## src/logic/home_seek_pkg.sv

```systemverilog
// Constants, encodings and reset values shared by the home-seeking sequencer
package home_seek_pkg;

   localparam int SPEED_W = 20;
   localparam int POS_W = 32;
   localparam int OFFSET_W = 24;

   // Homing method encodings
   localparam logic [1:0] MODE_TWO_SENSOR = 2'h0;
   localparam logic [1:0] MODE_THREE_SENSOR = 2'h1;
   localparam logic [1:0] MODE_PUSH = 2'h2;

   localparam logic DIR_NEGATIVE = 1'h0;
   localparam logic DIR_POSITIVE = 1'h1;

   // Setting reset values
   localparam logic [1:0] MODE_RESET = MODE_THREE_SENSOR;
   localparam logic [SPEED_W-1:0] RUN_SPEED_RESET = 20'h003E8;
   localparam logic [SPEED_W-1:0] ACCEL_RESET = 20'h003E8;
   localparam logic [SPEED_W-1:0] START_SPEED_RESET = 20'h001F4;
   localparam logic [OFFSET_W-1:0] OFFSET_RESET = 24'h000000;
   localparam logic START_DIR_RESET = DIR_POSITIVE;
   localparam logic SENSOR_A_EN_RESET = 1'h0;
   localparam logic TIMING_EN_RESET = 1'h0;
   localparam logic [POS_W-1:0] PRESET_POS_RESET = 32'h00000000;
   localparam logic [POS_W-1:0] POSITION_HOME = 32'h00000000;

   // Accepted range of speeds and of the ramp setting
   localparam logic [SPEED_W-1:0] SETTING_MIN = 20'h00001;
   localparam logic [SPEED_W-1:0] SETTING_MAX = 20'hF4240;

   // Escape travel and final approach cap
   localparam logic [OFFSET_W-1:0] ESCAPE_STEPS = 24'h0000C8;
   localparam logic [SPEED_W-1:0] FINAL_SPEED_CAP = 20'h001F4;

   // Positions of pin inputs in the synchroniser vector
   localparam int PIN_HOME_REQ = 0;
   localparam int PIN_PRESET_REQ = 1;
   localparam int PIN_HOME_SENSOR = 2;
   localparam int PIN_SENSOR_A = 3;
   localparam int PIN_POS_LIMIT = 4;
   localparam int PIN_NEG_LIMIT = 5;
   localparam int PIN_COUNT = 6;

   typedef enum logic [2:0] {
      ST_IDLE = 3'h0,
      ST_SEEK = 3'h1,
      ST_ESCAPE = 3'h3,
      ST_TRAVEL = 3'h2,
      ST_OFFSET = 3'h6,
      ST_FINISH = 3'h7,
      ST_QUALIFY = 3'h5
   } seek_state_t;

endpackage : home_seek_pkg

```

## src/logic/pin_synchronizer.sv

```systemverilog
// Three-stage pin synchroniser that passes a change once stages two and three agree
module pin_synchronizer #(
   parameter int WIDTH = 6
) (
   input wire logic sys_clk,
   input wire logic rst,
   input wire logic [WIDTH-1:0] async_in,
   output logic [WIDTH-1:0] sync_out
);

   typedef struct packed {
      logic [WIDTH-1:0] stage1;
      logic [WIDTH-1:0] stage2;
      logic [WIDTH-1:0] stage3;
      logic [WIDTH-1:0] stable;
   } sync_t;

   sync_t q;
   sync_t d;
   logic [WIDTH-1:0] agree;

   // Stage one feeds stage two only
   for (genvar i = 0; i < WIDTH; i++) begin : g_agree
      assign agree[i] = (q.stage2[i] == q.stage3[i]);
   end

   always_comb begin
      d = q;
      d.stage1 = async_in;
      d.stage2 = q.stage1;
      d.stage3 = q.stage2;
      d.stable = (q.stable & ~agree) | (q.stage3 & agree);
   end

   always_ff @(posedge sys_clk) begin
      if (rst) begin
         q <= '0;
      end else begin
         q <= d;
      end
   end

   assign sync_out = q.stable;

endmodule : pin_synchronizer

```

## src/logic/home_seeking_sequencer.sv

```systemverilog
// Return-to-home sequencer: homing methods, offset move, preset and status outputs
module home_seeking_sequencer (
   input wire logic sys_clk,
   input wire logic rst,
   input wire logic home_request,
   input wire logic preset_request,
   input wire logic home_sensor,
   input wire logic sensor_a,
   input wire logic positive_limit_sensor,
   input wire logic negative_limit_sensor,
   input wire logic excitation_timing_signal,
   input wire logic load_pressed,
   input wire logic step_done,
   input wire logic cfg_write,
   input wire logic [1:0] cfg_home_mode,
   input wire logic [home_seek_pkg::SPEED_W-1:0] cfg_seek_run_speed,
   input wire logic [home_seek_pkg::SPEED_W-1:0] cfg_seek_accel,
   input wire logic [home_seek_pkg::SPEED_W-1:0] cfg_seek_start_speed,
   input wire logic [home_seek_pkg::OFFSET_W-1:0] cfg_home_offset,
   input wire logic cfg_start_dir,
   input wire logic cfg_sensor_a_enable,
   input wire logic cfg_timing_enable,
   input wire logic [home_seek_pkg::POS_W-1:0] cfg_preset_position,
   output logic ready,
   output logic move,
   output logic motion_end,
   output logic home_complete,
   output logic cfg_reject,
   output logic drive_run,
   output logic drive_dir,
   output logic [home_seek_pkg::SPEED_W-1:0] drive_speed,
   output logic [home_seek_pkg::SPEED_W-1:0] drive_accel,
   output logic [home_seek_pkg::POS_W-1:0] command_position
);

   typedef struct packed {
      home_seek_pkg::seek_state_t state;
      logic [1:0] mode;
      logic [home_seek_pkg::SPEED_W-1:0] run_speed;
      logic [home_seek_pkg::SPEED_W-1:0] accel;
      logic [home_seek_pkg::SPEED_W-1:0] start_speed;
      logic [home_seek_pkg::OFFSET_W-1:0] offset;
      logic start_dir;
      logic sensor_a_en;
      logic timing_en;
      logic [home_seek_pkg::POS_W-1:0] preset_pos;
      logic home_req_prev;
      logic preset_req_prev;
      logic [home_seek_pkg::OFFSET_W-1:0] steps_left;
      logic offset_done;
      logic ready;
      logic move;
      logic motion_end;
      logic home_complete;
      logic cfg_reject;
      logic run;
      logic dir;
      logic [home_seek_pkg::SPEED_W-1:0] speed;
      logic [home_seek_pkg::POS_W-1:0] position;
   } seq_t;

   localparam seq_t SEQ_RESET = '{
      state: home_seek_pkg::ST_IDLE,
      mode: home_seek_pkg::MODE_RESET,
      run_speed: home_seek_pkg::RUN_SPEED_RESET,
      accel: home_seek_pkg::ACCEL_RESET,
      start_speed: home_seek_pkg::START_SPEED_RESET,
      offset: home_seek_pkg::OFFSET_RESET,
      start_dir: home_seek_pkg::START_DIR_RESET,
      sensor_a_en: home_seek_pkg::SENSOR_A_EN_RESET,
      timing_en: home_seek_pkg::TIMING_EN_RESET,
      preset_pos: home_seek_pkg::PRESET_POS_RESET,
      home_req_prev: 1'h0,
      preset_req_prev: 1'h0,
      steps_left: '0,
      offset_done: 1'h0,
      ready: 1'h1,
      move: 1'h0,
      motion_end: 1'h1,
      home_complete: 1'h0,
      cfg_reject: 1'h0,
      run: 1'h0,
      dir: home_seek_pkg::START_DIR_RESET,
      speed: '0,
      position: home_seek_pkg::POSITION_HOME
   };

   seq_t q;
   seq_t d;

   logic [home_seek_pkg::PIN_COUNT-1:0] pins_raw;
   logic [home_seek_pkg::PIN_COUNT-1:0] pins_s;
   logic home_req_s;
   logic preset_req_s;
   logic home_s;
   logic sensor_a_s;
   logic pos_lim_s;
   logic neg_lim_s;
   logic home_edge;
   logic preset_edge;
   logic limit_ahead;
   logic limit_behind;
   logic qualify_on;
   logic qualified;
   logic counted_step;
   logic [home_seek_pkg::SPEED_W-1:0] final_speed;
   logic [home_seek_pkg::OFFSET_W-1:0] offset_mag;

   assign pins_raw[home_seek_pkg::PIN_HOME_REQ] = home_request;
   assign pins_raw[home_seek_pkg::PIN_PRESET_REQ] = preset_request;
   assign pins_raw[home_seek_pkg::PIN_HOME_SENSOR] = home_sensor;
   assign pins_raw[home_seek_pkg::PIN_SENSOR_A] = sensor_a;
   assign pins_raw[home_seek_pkg::PIN_POS_LIMIT] = positive_limit_sensor;
   assign pins_raw[home_seek_pkg::PIN_NEG_LIMIT] = negative_limit_sensor;

   pin_synchronizer #(
      .WIDTH(home_seek_pkg::PIN_COUNT)
   ) u_pin_sync (
      .sys_clk(sys_clk),
      .rst(rst),
      .async_in(pins_raw),
      .sync_out(pins_s)
   );

   assign home_req_s = pins_s[home_seek_pkg::PIN_HOME_REQ];
   assign preset_req_s = pins_s[home_seek_pkg::PIN_PRESET_REQ];
   assign home_s = pins_s[home_seek_pkg::PIN_HOME_SENSOR];
   assign sensor_a_s = pins_s[home_seek_pkg::PIN_SENSOR_A];
   assign pos_lim_s = pins_s[home_seek_pkg::PIN_POS_LIMIT];
   assign neg_lim_s = pins_s[home_seek_pkg::PIN_NEG_LIMIT];

   // edge-started request
   // Edge, not level, so a request still held after completion cannot restart
   assign home_edge = home_req_s & ~q.home_req_prev;
   assign preset_edge = preset_req_s & ~q.preset_req_prev;

   assign limit_ahead = q.dir ? pos_lim_s : neg_lim_s;
   assign limit_behind = q.dir ? neg_lim_s : pos_lim_s;

   assign qualify_on = q.sensor_a_en | q.timing_en;
   assign qualified = (~q.sensor_a_en | sensor_a_s) & (~q.timing_en | excitation_timing_signal);

   assign final_speed = (q.start_speed < home_seek_pkg::FINAL_SPEED_CAP) ?
                        q.start_speed : home_seek_pkg::FINAL_SPEED_CAP;

   // signed offset magnitude
   // Most negative offset still fits, as an unsigned 24-bit magnitude
   assign offset_mag = q.offset[home_seek_pkg::OFFSET_W-1] ? (~q.offset + 24'h000001) : q.offset;

   assign counted_step = step_done & q.run;

   always_comb begin
      d = q;
      d.home_req_prev = home_req_s;
      d.preset_req_prev = preset_req_s;
      d.cfg_reject = 1'h0;

      if (counted_step) begin
         d.position = q.dir ? (q.position + 32'h00000001) : (q.position - 32'h00000001);
         if (q.steps_left != '0) begin
            d.steps_left = q.steps_left - 24'h000001;
         end
         // Drop the run request on the last counted step, not a cycle late
         if ((q.state == home_seek_pkg::ST_TRAVEL || q.state == home_seek_pkg::ST_OFFSET) &&
             q.steps_left == 24'h000001) begin
            d.run = 1'h0;
         end
      end

      unique case (q.state)
         home_seek_pkg::ST_IDLE: begin
            if (cfg_write) begin
               if (cfg_home_mode <= home_seek_pkg::MODE_PUSH) begin
                  d.mode = cfg_home_mode;
               end else begin
                  d.cfg_reject = 1'h1;
               end
               if (cfg_seek_run_speed >= home_seek_pkg::SETTING_MIN &&
                   cfg_seek_run_speed <= home_seek_pkg::SETTING_MAX) begin
                  d.run_speed = cfg_seek_run_speed;
               end else begin
                  d.cfg_reject = 1'h1;
               end
               if (cfg_seek_accel >= home_seek_pkg::SETTING_MIN &&
                   cfg_seek_accel <= home_seek_pkg::SETTING_MAX) begin
                  d.accel = cfg_seek_accel;
               end else begin
                  d.cfg_reject = 1'h1;
               end
               if (cfg_seek_start_speed >= home_seek_pkg::SETTING_MIN &&
                   cfg_seek_start_speed <= home_seek_pkg::SETTING_MAX) begin
                  d.start_speed = cfg_seek_start_speed;
               end else begin
                  d.cfg_reject = 1'h1;
               end
               d.offset = cfg_home_offset;
               d.start_dir = cfg_start_dir;
               d.sensor_a_en = cfg_sensor_a_enable;
               d.timing_en = cfg_timing_enable;
               d.preset_pos = cfg_preset_position;
            end else if (home_edge) begin
               d.state = home_seek_pkg::ST_SEEK;
               d.ready = 1'h0;
               d.move = 1'h1;
               d.motion_end = 1'h0;
               d.home_complete = 1'h0;
               d.offset_done = 1'h0;
               d.run = 1'h1;
               d.dir = q.start_dir;
               d.speed = (q.mode == home_seek_pkg::MODE_THREE_SENSOR) ? q.run_speed : q.start_speed;
            end else if (preset_edge) begin
               d.position = q.preset_pos;
            end
         end

         home_seek_pkg::ST_SEEK: begin
            unique case (q.mode)
               home_seek_pkg::MODE_THREE_SENSOR: begin
                  if (home_s) begin
                     if (qualify_on) begin
                        d.state = home_seek_pkg::ST_QUALIFY;
                        d.speed = final_speed;
                     end else begin
                        d.run = 1'h0;
                        d.state = home_seek_pkg::ST_FINISH;
                        d.steps_left = '0;
                     end
                  end else if (limit_ahead) begin
                     // Limit before home: turn round and keep searching
                     d.dir = ~q.dir;
                  end
               end
               home_seek_pkg::MODE_TWO_SENSOR: begin
                  if (limit_ahead) begin
                     d.dir = ~q.dir;
                     d.state = home_seek_pkg::ST_ESCAPE;
                  end
               end
               home_seek_pkg::MODE_PUSH: begin
                  if (load_pressed) begin
                     d.dir = ~q.dir;
                     d.steps_left = home_seek_pkg::ESCAPE_STEPS;
                     d.state = home_seek_pkg::ST_TRAVEL;
                  end
               end
               default: begin
                  d.run = 1'h0;
                  d.state = home_seek_pkg::ST_FINISH;
               end
            endcase
         end

         home_seek_pkg::ST_ESCAPE: begin
            if (!limit_behind) begin
               d.steps_left = home_seek_pkg::ESCAPE_STEPS;
               d.state = home_seek_pkg::ST_TRAVEL;
            end
         end

         home_seek_pkg::ST_QUALIFY: begin
            // finish on signal with home on
            if (home_s && qualified) begin
               d.run = 1'h0;
               d.steps_left = '0;
               d.state = home_seek_pkg::ST_FINISH;
            end
         end

         home_seek_pkg::ST_TRAVEL,
         home_seek_pkg::ST_OFFSET: begin
            if (q.steps_left == '0) begin
               d.run = 1'h0;
               d.state = home_seek_pkg::ST_FINISH;
            end
         end

         home_seek_pkg::ST_FINISH: begin
            // One offset move per homing, whatever speed the search ended at
            if (q.offset != '0 && !q.offset_done) begin
               d.offset_done = 1'h1;
               d.state = home_seek_pkg::ST_OFFSET;
               d.dir = ~q.offset[home_seek_pkg::OFFSET_W-1];
               d.steps_left = offset_mag;
               d.speed = q.run_speed;
               d.run = 1'h1;
            end else begin
               d.position = home_seek_pkg::POSITION_HOME;
               d.home_complete = 1'h1;
               d.move = 1'h0;
               d.ready = 1'h1;
               d.motion_end = 1'h1;
               d.run = 1'h0;
               d.state = home_seek_pkg::ST_IDLE;
            end
         end

         default: begin
            d.state = home_seek_pkg::ST_IDLE;
            d.run = 1'h0;
            d.move = 1'h0;
            d.ready = 1'h1;
         end
      endcase
   end

   always_ff @(posedge sys_clk) begin
      if (rst) begin
         q <= SEQ_RESET;
      end else begin
         q <= d;
      end
   end

   assign ready = q.ready;
   assign move = q.move;
   assign motion_end = q.motion_end;
   assign home_complete = q.home_complete;
   assign cfg_reject = q.cfg_reject;
   assign drive_run = q.run;
   assign drive_dir = q.dir;
   assign drive_speed = q.speed;
   assign drive_accel = q.accel;
   assign command_position = q.position;

endmodule : home_seeking_sequencer

```

## config.mk

```make
export PLATFORM = sky130hd
export DESIGN_NAME = home_seeking_sequencer
export DESIGN_NICKNAME = d
export VERILOG_FILES = /design/src/logic/home_seek_pkg.sv /design/src/logic/pin_synchronizer.sv /design/src/logic/home_seeking_sequencer.sv
export SDC_FILE = /design/constraint.sdc
export NUM_CORES = 1
export LEC_CHECK = 0
export CORE_MARGIN = 4
export CORE_UTILIZATION = 30
export CTS_BUF_LIST = sky130_fd_sc_hd__clkbuf_4
export CTS_CLUSTER_SIZE = 10
export DETAILED_ROUTE_END_ITERATION = 8
export DONT_BUFFER_PORTS = 1
export GPL_ROUTABILITY_DRIVEN = 0
export GPL_TIMING_DRIVEN = 0
export PLACE_DENSITY = 0.56
export SETUP_SLACK_MARGIN = 0.05
export SLEW_MARGIN = 20
export SYNTH_ARGS = -nofsm -noshare
export SYNTH_HDL_FRONTEND = slang
export SYNTH_SLANG_ARGS = --single-unit
```

## constraint.sdc

```tcl
create_clock -name sys_clk -period 3.85 [get_ports sys_clk]
set_clock_uncertainty 0.05 [all_clocks]
set_input_delay 0 -clock sys_clk [delete_from_list [all_inputs] [get_ports sys_clk]]
set_output_delay 0 -clock sys_clk [all_outputs]
set_load 0.01 [all_outputs]
```

==> flow_summary.ini, run 1 <==
[outcome]
status = completed

[synthesis]
syn_avg_cell_area_sq_um = 8.37
synth.area.top_cells = dfxtp_1 38%, nand2_1 6.7%, a21oi_1 5.4%, mux2i_1 5.1%, nor2_1 4.7%
synthXorXnorAreaFrac_pct = 5.10
mappedNetlistArea_sq_um = 12400
synth-main-ff-cell = dfxtp_1
synth_top_family_by_area = simple AND/OR/NAND/NOR gates
yosysTopAreaCellShare_pct = 37.9
ys_seq_elements = 234
yosysUniqueCellTypes = 88
async_reset_ff_share_pct = 0
synth-simple-area-share_pct = 20.3
synth_edf_count = 0
netlist_instances = 1476
synth_top_area_cell = dfxtp_1
synth-compound-area-share_pct = 20.3
ys_seq_area_share_pct = 37.9
syn_nets = 1647
synthMuxAreaShare_pct = 5.19
yosys_warnings = 0
yosys.area_share.adder_pct = 3.91

[die]
die_h_microns = 211
rows = 74
start_util_pct = 30.3
die-width_microns = 211
io_pins = 212
dieArea_sq_um = 44500
core_area_sq_um = 40700

[detailed_routing]
first_pass_iters = 7
num_vias = 12200
maxUsedRoutingLayer = met5
met2_length_microns = 21100
wl_met3_microns = 3420
vias_per_cell = 5.07
wirelength_microns = 44200
m1WireLength_microns = 18400
detail_route.wl_per_cell_microns = 18.4
final_antenna_net_count = 0
drt_iter0_markers = 832
route.detailed.drc = 0

[cells_and_area]
syn2layout_area_growth_pct = 34.5
drive_gt1_share_pct = 14.0
stdcell_count = 2405
nets = 1986
fin_util_pct = 40.8
layout_common_cells = 268 x dlygate4sd3_1, 234 x dfxtp_1, 221 x nand2_1
fillers = 4072
stdcell_area_sq_um = 16600
final_common_cell = dlygate4sd3_1

[worst_setup_path]
arrival_ps = 4110
critPathCaptureType = register
crit_path_start_kind = register
r2r_slack_ps = 250
r2r_cells = 12
worstPathRequired_ps = 4360
crit_type = reg -> reg
cp_max_fo = 32
timing.rr.end = command_position[30]
reg2reg_from = drive_dir

[clock_tree]
htreeDepth = 3
cts.sinks = 234
cts_tree = done
cts_buffer_depth = 3
path_clk_slew_ps = 60
numCtsBuffers = 70
cts_root_buf = clkbuf_4
insertion_delay_ps = 740

[sta]
tightest_slew_ps = 1070
setup-violations-final = 0
post-route-period-util_pct = 93.5
final.setup.worst_slack_ps = 251
hold_viol_final = 0
fmax_mhz = 278
fin_crit_ps = 3600
finalMaxSlewViolations = 0
max-slew-margin-rel_pct = 28.3
rsz0062_at_grt = false

[hold_path]
hold_path_class = in -> reg
whs_endpoint = q[204]
hold_path_depth = 3
hp-start = cfg_seek_run_speed[19]

[power_and_ir_drop]
power_density_nw_per_um2 = 497
peakVddDrop_v = 0.000277
fin_total_pwr_mw = 8.26
p_leak_nw = 6.40

[run]
cap_violations = 0

[grt]
grt_max_degree = 33
antenna_found_initial = 6
grt_pass1_wl_microns = 68700
grt_pass1_vias = 12600
track_usage_pct = 19.3
grt_overflow = 0

[place]
placed_area_sq_um = 13000
dp_slack_ps = -81.9
place_inst = 2008
port_buffers = 0
dp_hpwl_microns = 30800
stage by stage:
stage	hold WS (ps)	TNS [ps]
after floorplan	74.2	0
after global placement	80.1	-3780
after detailed placement	84.4	-96.8
after CTS	0.932	0
after global routing	70.6	0
final	68.4	0
layout make-up:
type	count	area [sq um]	area share (%)
multi-input cells	1079	6780	40.8
clock buffers	102	766	4.61
well taps	532	666	4.00
inverters	17	66.3	0.399
flip-flops and latches	234	4680	28.2
diodes	4	10.0	0.0602
clock inverters	24	131	0.790
repair buffers	268	2680	16.1
plain buffers	145	837	5.03
registers in the layout, indices dropped and copies added, names as in the netlist, named ones only:
name	flops
ready	1
u_pin_sync.d	12
drive_speed	20
move	1
u_pin_sync.q	6
cfg_reject	1
command_position	32
home_complete	1
motion_end	1
drive_accel	20
drive_run	1
drive_dir	1
q	131
critical path: stages (launching register included):
cell and delay (ps):
dfxtp_1 510, clkbuf_2 300, inv_4 210, ha_1 400
nor2b_4 150, o311a_1 330, or3_1 410, and3_4 210
a2111oi_4 350, nor3_2 110, a31oi_2 180, xor2_1 170
o22ai_1 90
power by group:
part,switching [mW],internal [mW]
clock,1.17,1.29
combinational,1.52,1.34
sequential,0.236,2.71
synth_stat cells, drive strengths merged (4+ instances only):
library cell and instances:
a22oi 35, o31ai 12, nor2 158, o211ai 4, and3 8, dfxtp 234, or4 9, a31oi 5
inv 16, xor2 33, nand2b 10, a21o 16, o21ai 63, nor2b 26, nand4 15, nand3 10
nor4 13, mux2i 63, clkbuf 58, nand2 222, a21oi 134, o22ai 11, or3 11, buf 88
and2 8, ha 37, o21a 4, a211oi 29, o21bai 7, xnor2 39, a2111oi 5, nor3 36
what timing repair did:
item | in CTS | in global routing
setup endpoints to repair | 4 | 15
hold buffers | 268 | 0
cloned | 0 | 0
setup buffers | 0 | 0
hold endpoints to repair | 179 | 0
resized for setup | 2 | 2
cells by family (layout without fill, tap and decap cells):
| kind of cell | count (synthesis) | after routing |
|---|---|---|
| multiplexers | 64 | 64 |
| flip-flops | 234 | 234 |
| XOR/XNOR | 72 | 72 |
| AO/OA/AOI/OAI | 364 | 364 |
| adder cells (fa/ha/maj) | 38 | 38 |
| AND/OR/NAND/NOR | 541 | 541 |
| other | 0 | 4 |
| buffers and inverters | 163 | 556 |
metal layers:
metal	vias up	GRT usage, %
met5	-	0
met4	4	7.09
met3	95	5.45
met2	448	32.8
met1	5758	23.2
li1	5892	-
worst max-delay path by stage:
stage          startpoint                   end  slack, ps
2_1_floorplan   drive_dir  command_position[30]        310
3_3_place_gp    drive_dir  command_position[30]       -460
3_5_place_dp    drive_dir  command_position[30]        -80
4_1_cts            q[207]                q[160]         60
5_1_grt         drive_dir  command_position[31]         90
6_report        drive_dir  command_position[30]        250
No activity file was read; power rests on OpenSTA's default activity.
==> run 2: changes to the inputs <==
--- a/config.mk
+++ b/config.mk
@@ -7,13 +7,13 @@
 export LEC_CHECK = 0
 export CORE_MARGIN = 4
 export CORE_UTILIZATION = 30
-export CTS_BUF_LIST = sky130_fd_sc_hd__clkbuf_4
+export CTS_BUF_LIST = sky130_fd_sc_hd__clkbuf_2
 export CTS_CLUSTER_SIZE = 10
 export DETAILED_ROUTE_END_ITERATION = 8
 export DONT_BUFFER_PORTS = 1
 export GPL_ROUTABILITY_DRIVEN = 0
 export GPL_TIMING_DRIVEN = 0
-export PLACE_DENSITY = 0.56
+export PLACE_DENSITY = 0.57
 export SETUP_SLACK_MARGIN = 0.05
 export SLEW_MARGIN = 20
 export SYNTH_ARGS = -nofsm -noshare
==> constraint.sdc (replaced) <==
create_clock -name sys_clk -period 3.23 [get_ports sys_clk]
set_clock_uncertainty 0.05 [all_clocks]
set_input_delay 0 -clock sys_clk [delete_from_list [all_inputs] [get_ports sys_clk]]
set_output_delay 0 -clock sys_clk [all_outputs]
set_load 0.01 [all_outputs]
==> run 2 against run 1 <==
  * Cell area is 1.3% higher
  * Setup slack worse by 250 ps
  * Sequential power is 19% higher
  * Fmax is 12% higher
  * Final cell count is 0.46% higher
  * Wire length is 2.1% higher
  * Sequential cell count stayed put
  * Register-to-register slack worse by 250 ps
  * Total power is 14% higher
  * Critical endpoint unchanged
  * Highest routed layer unchanged
==> flow_summary.ini, run 2 (synthesis results as in run 1) <==
[outcome]
status = completed

[clock_tree]
cts_root_buf = clkbuf_2
cts.sinks = 234
cts_tree = done
insertion_delay_ps = 920
numCtsBuffers = 67
path_clk_slew_ps = 110
htreeDepth = 3
cts_buffer_depth = 3

[die]
io_pins = 212
die-width_microns = 211
core_area_sq_um = 40700
rows = 74
start_util_pct = 30.3
die_h_microns = 211
dieArea_sq_um = 44500

[cells_and_area]
area.sequential_sq_um = 4690
fillers = 4020
stdcell_area_sq_um = 16800
nets = 2005
layout_common_cells = 268 x dlygate4sd3_1, 233 x dfxtp_1, 220 x nand2_1
final_common_cell = dlygate4sd3_1
multi_input_area_sq_um = 7000
top_register = q
syn2layout_area_growth_pct = 36.3
largest_register_ffs = 131
drive_gt1_share_pct = 16.3
fin_util_pct = 41.4

[grt]
track_usage_pct = 19.7
grt_pass1_wl_microns = 69600
grt_max_degree = 16
grt_overflow = 0
antenna_found_initial = 3
grt_pass1_vias = 12700

[detailed_routing]
first_pass_iters = 7
vias_per_cell = 5.11
route.detailed.drc = 0
drt_iter0_markers = 817
detail_route.wl_per_cell_microns = 18.7
num_vias = 12300
final_antenna_net_count = 0
wirelength_microns = 45100

[sta]
tns_ps = 0
hold_viol_final = 0
max-slew-margin-rel_pct = 32.9
setup-violations-final = 0
finalMaxSlewViolations = 0
post-route-period-util_pct = 99.9
fin_crit_ps = 3230
tightest_slew_ps = 1000
rsz0062_at_grt = true
fmax_mhz = 310

[worst_setup_path]
slowest_stage = dfxtp_4
crit_type = reg -> reg
crit_path_start_kind = register
arrival_ps = 3870
critPathCaptureType = register
crit_start = drive_dir
crit_path_max_incr_delay_ps = 420
cp_max_fo = 15
worstPathRequired_ps = 3880
reg2reg_from = drive_dir
r2r_slack_ps = 4
cp_cell_sequence = clkbuf_16 -> clkinvlp_4 -> buf_12 -> ha_4 -> a21o_4 -> a31o_1 -> or3_4 -> and3_4 -> a2111oi_4 -> nor3_2 -> a31oi_2 -> xor2_1 -> o22ai_1

[run]
cap_violations = 0

[power_and_ir_drop]
power_density_nw_per_um2 = 558
fin_total_pwr_mw = 9.41
p_leak_nw = 6.48
peakVddDrop_v = 0.000463

[hold_path]
hold_path_class = in -> reg
hp-start = cfg_seek_run_speed[6]

[place]
dp_hpwl_microns = 30700
placed_area_sq_um = 13100
port_buffers = 0
## run 2: cell types whose count changed in the layout (fill, tap and decap cells not counted), moves of 3 or more
| cell | delta |
|---|---|
| a21oi_2 | +3 |
| clkbuf_2 | +92 |
| clkbuf_1 | -3 |
| a21oi_1 | -3 |
| ha_4 | +11 |
| buf_4 | +19 |
| clkinvlp_4 | +3 |
| clkinv_2 | +3 |
| ha_1 | -11 |
| clkbuf_4 | -102 |
| clkinv_1 | -3 |
| bufinv_16 | +3 |
## run 2: area by class of cell
cell class,instances,share of cell area (%)
inverter,17,0.423
timing repair inverter,2,0.0891
clock buffer,91,2.70
sequential,234,27.8
antenna,2,0.0297
tap,532,3.95
multi-input combinational,1079,41.6
timing repair buffer,289,17.0
buffer,144,5.09
clock inverter,26,1.29
## run 2: path summary, 6_finish.rpt
check | endpoint | cells past startpoint
max | command_position[30] | 13
min | q[190] | 7
max reg2reg | command_position[30] | 13
min reg2reg | u_pin_sync.d[10] | 1
## run 2: worst max-delay path: cells and delay by family (launching register included)
family | cells | cell delay, ps
adder cells (fa/ha/maj) | 1 | 280
AND/OR/NAND/NOR | 3 | 680
flip-flops | 1 | 420
buffers and inverters | 3 | 410
AO/OA/AOI/OAI | 5 | 1020
XOR/XNOR | 1 | 170
## run 2: per-stage QoR
step	hold WS [ps]	setup WS, ps	cells
after floorplan	74.2	-147	1476
after global placement	78.2	-834	2008
after detailed placement	84.3	-806	2008
after CTS	0.329	-20.9	2406
after global routing	72.2	-168	2416
final	153	3.66	2416
## run 2: per-layer routing
layer	track usage, %	share of wire [%]
met5	0	0.024
met4	8.92	4.2
met3	5.61	7.5
met2	32.0	46
met1	24.3	42
## run 2: where the power goes
group / switching [mW] / internal [mW] / total [mW]
Combinational: 1.87 / 1.56 / 3.43
Clock: 1.38 / 1.09 / 2.47
Sequential: 0.284 / 3.23 / 3.51
Total: 3.53 / 5.88 / 9.41
## run 2: timing repair
action,4_1_cts,5_1_grt
buffers inserted,14,7
hold buffers,267,1
endpoints found under the setup margin,36,74
pin swaps,7,12
cloned,1,1
resized for setup,11,28
hold endpoints to repair,215,4
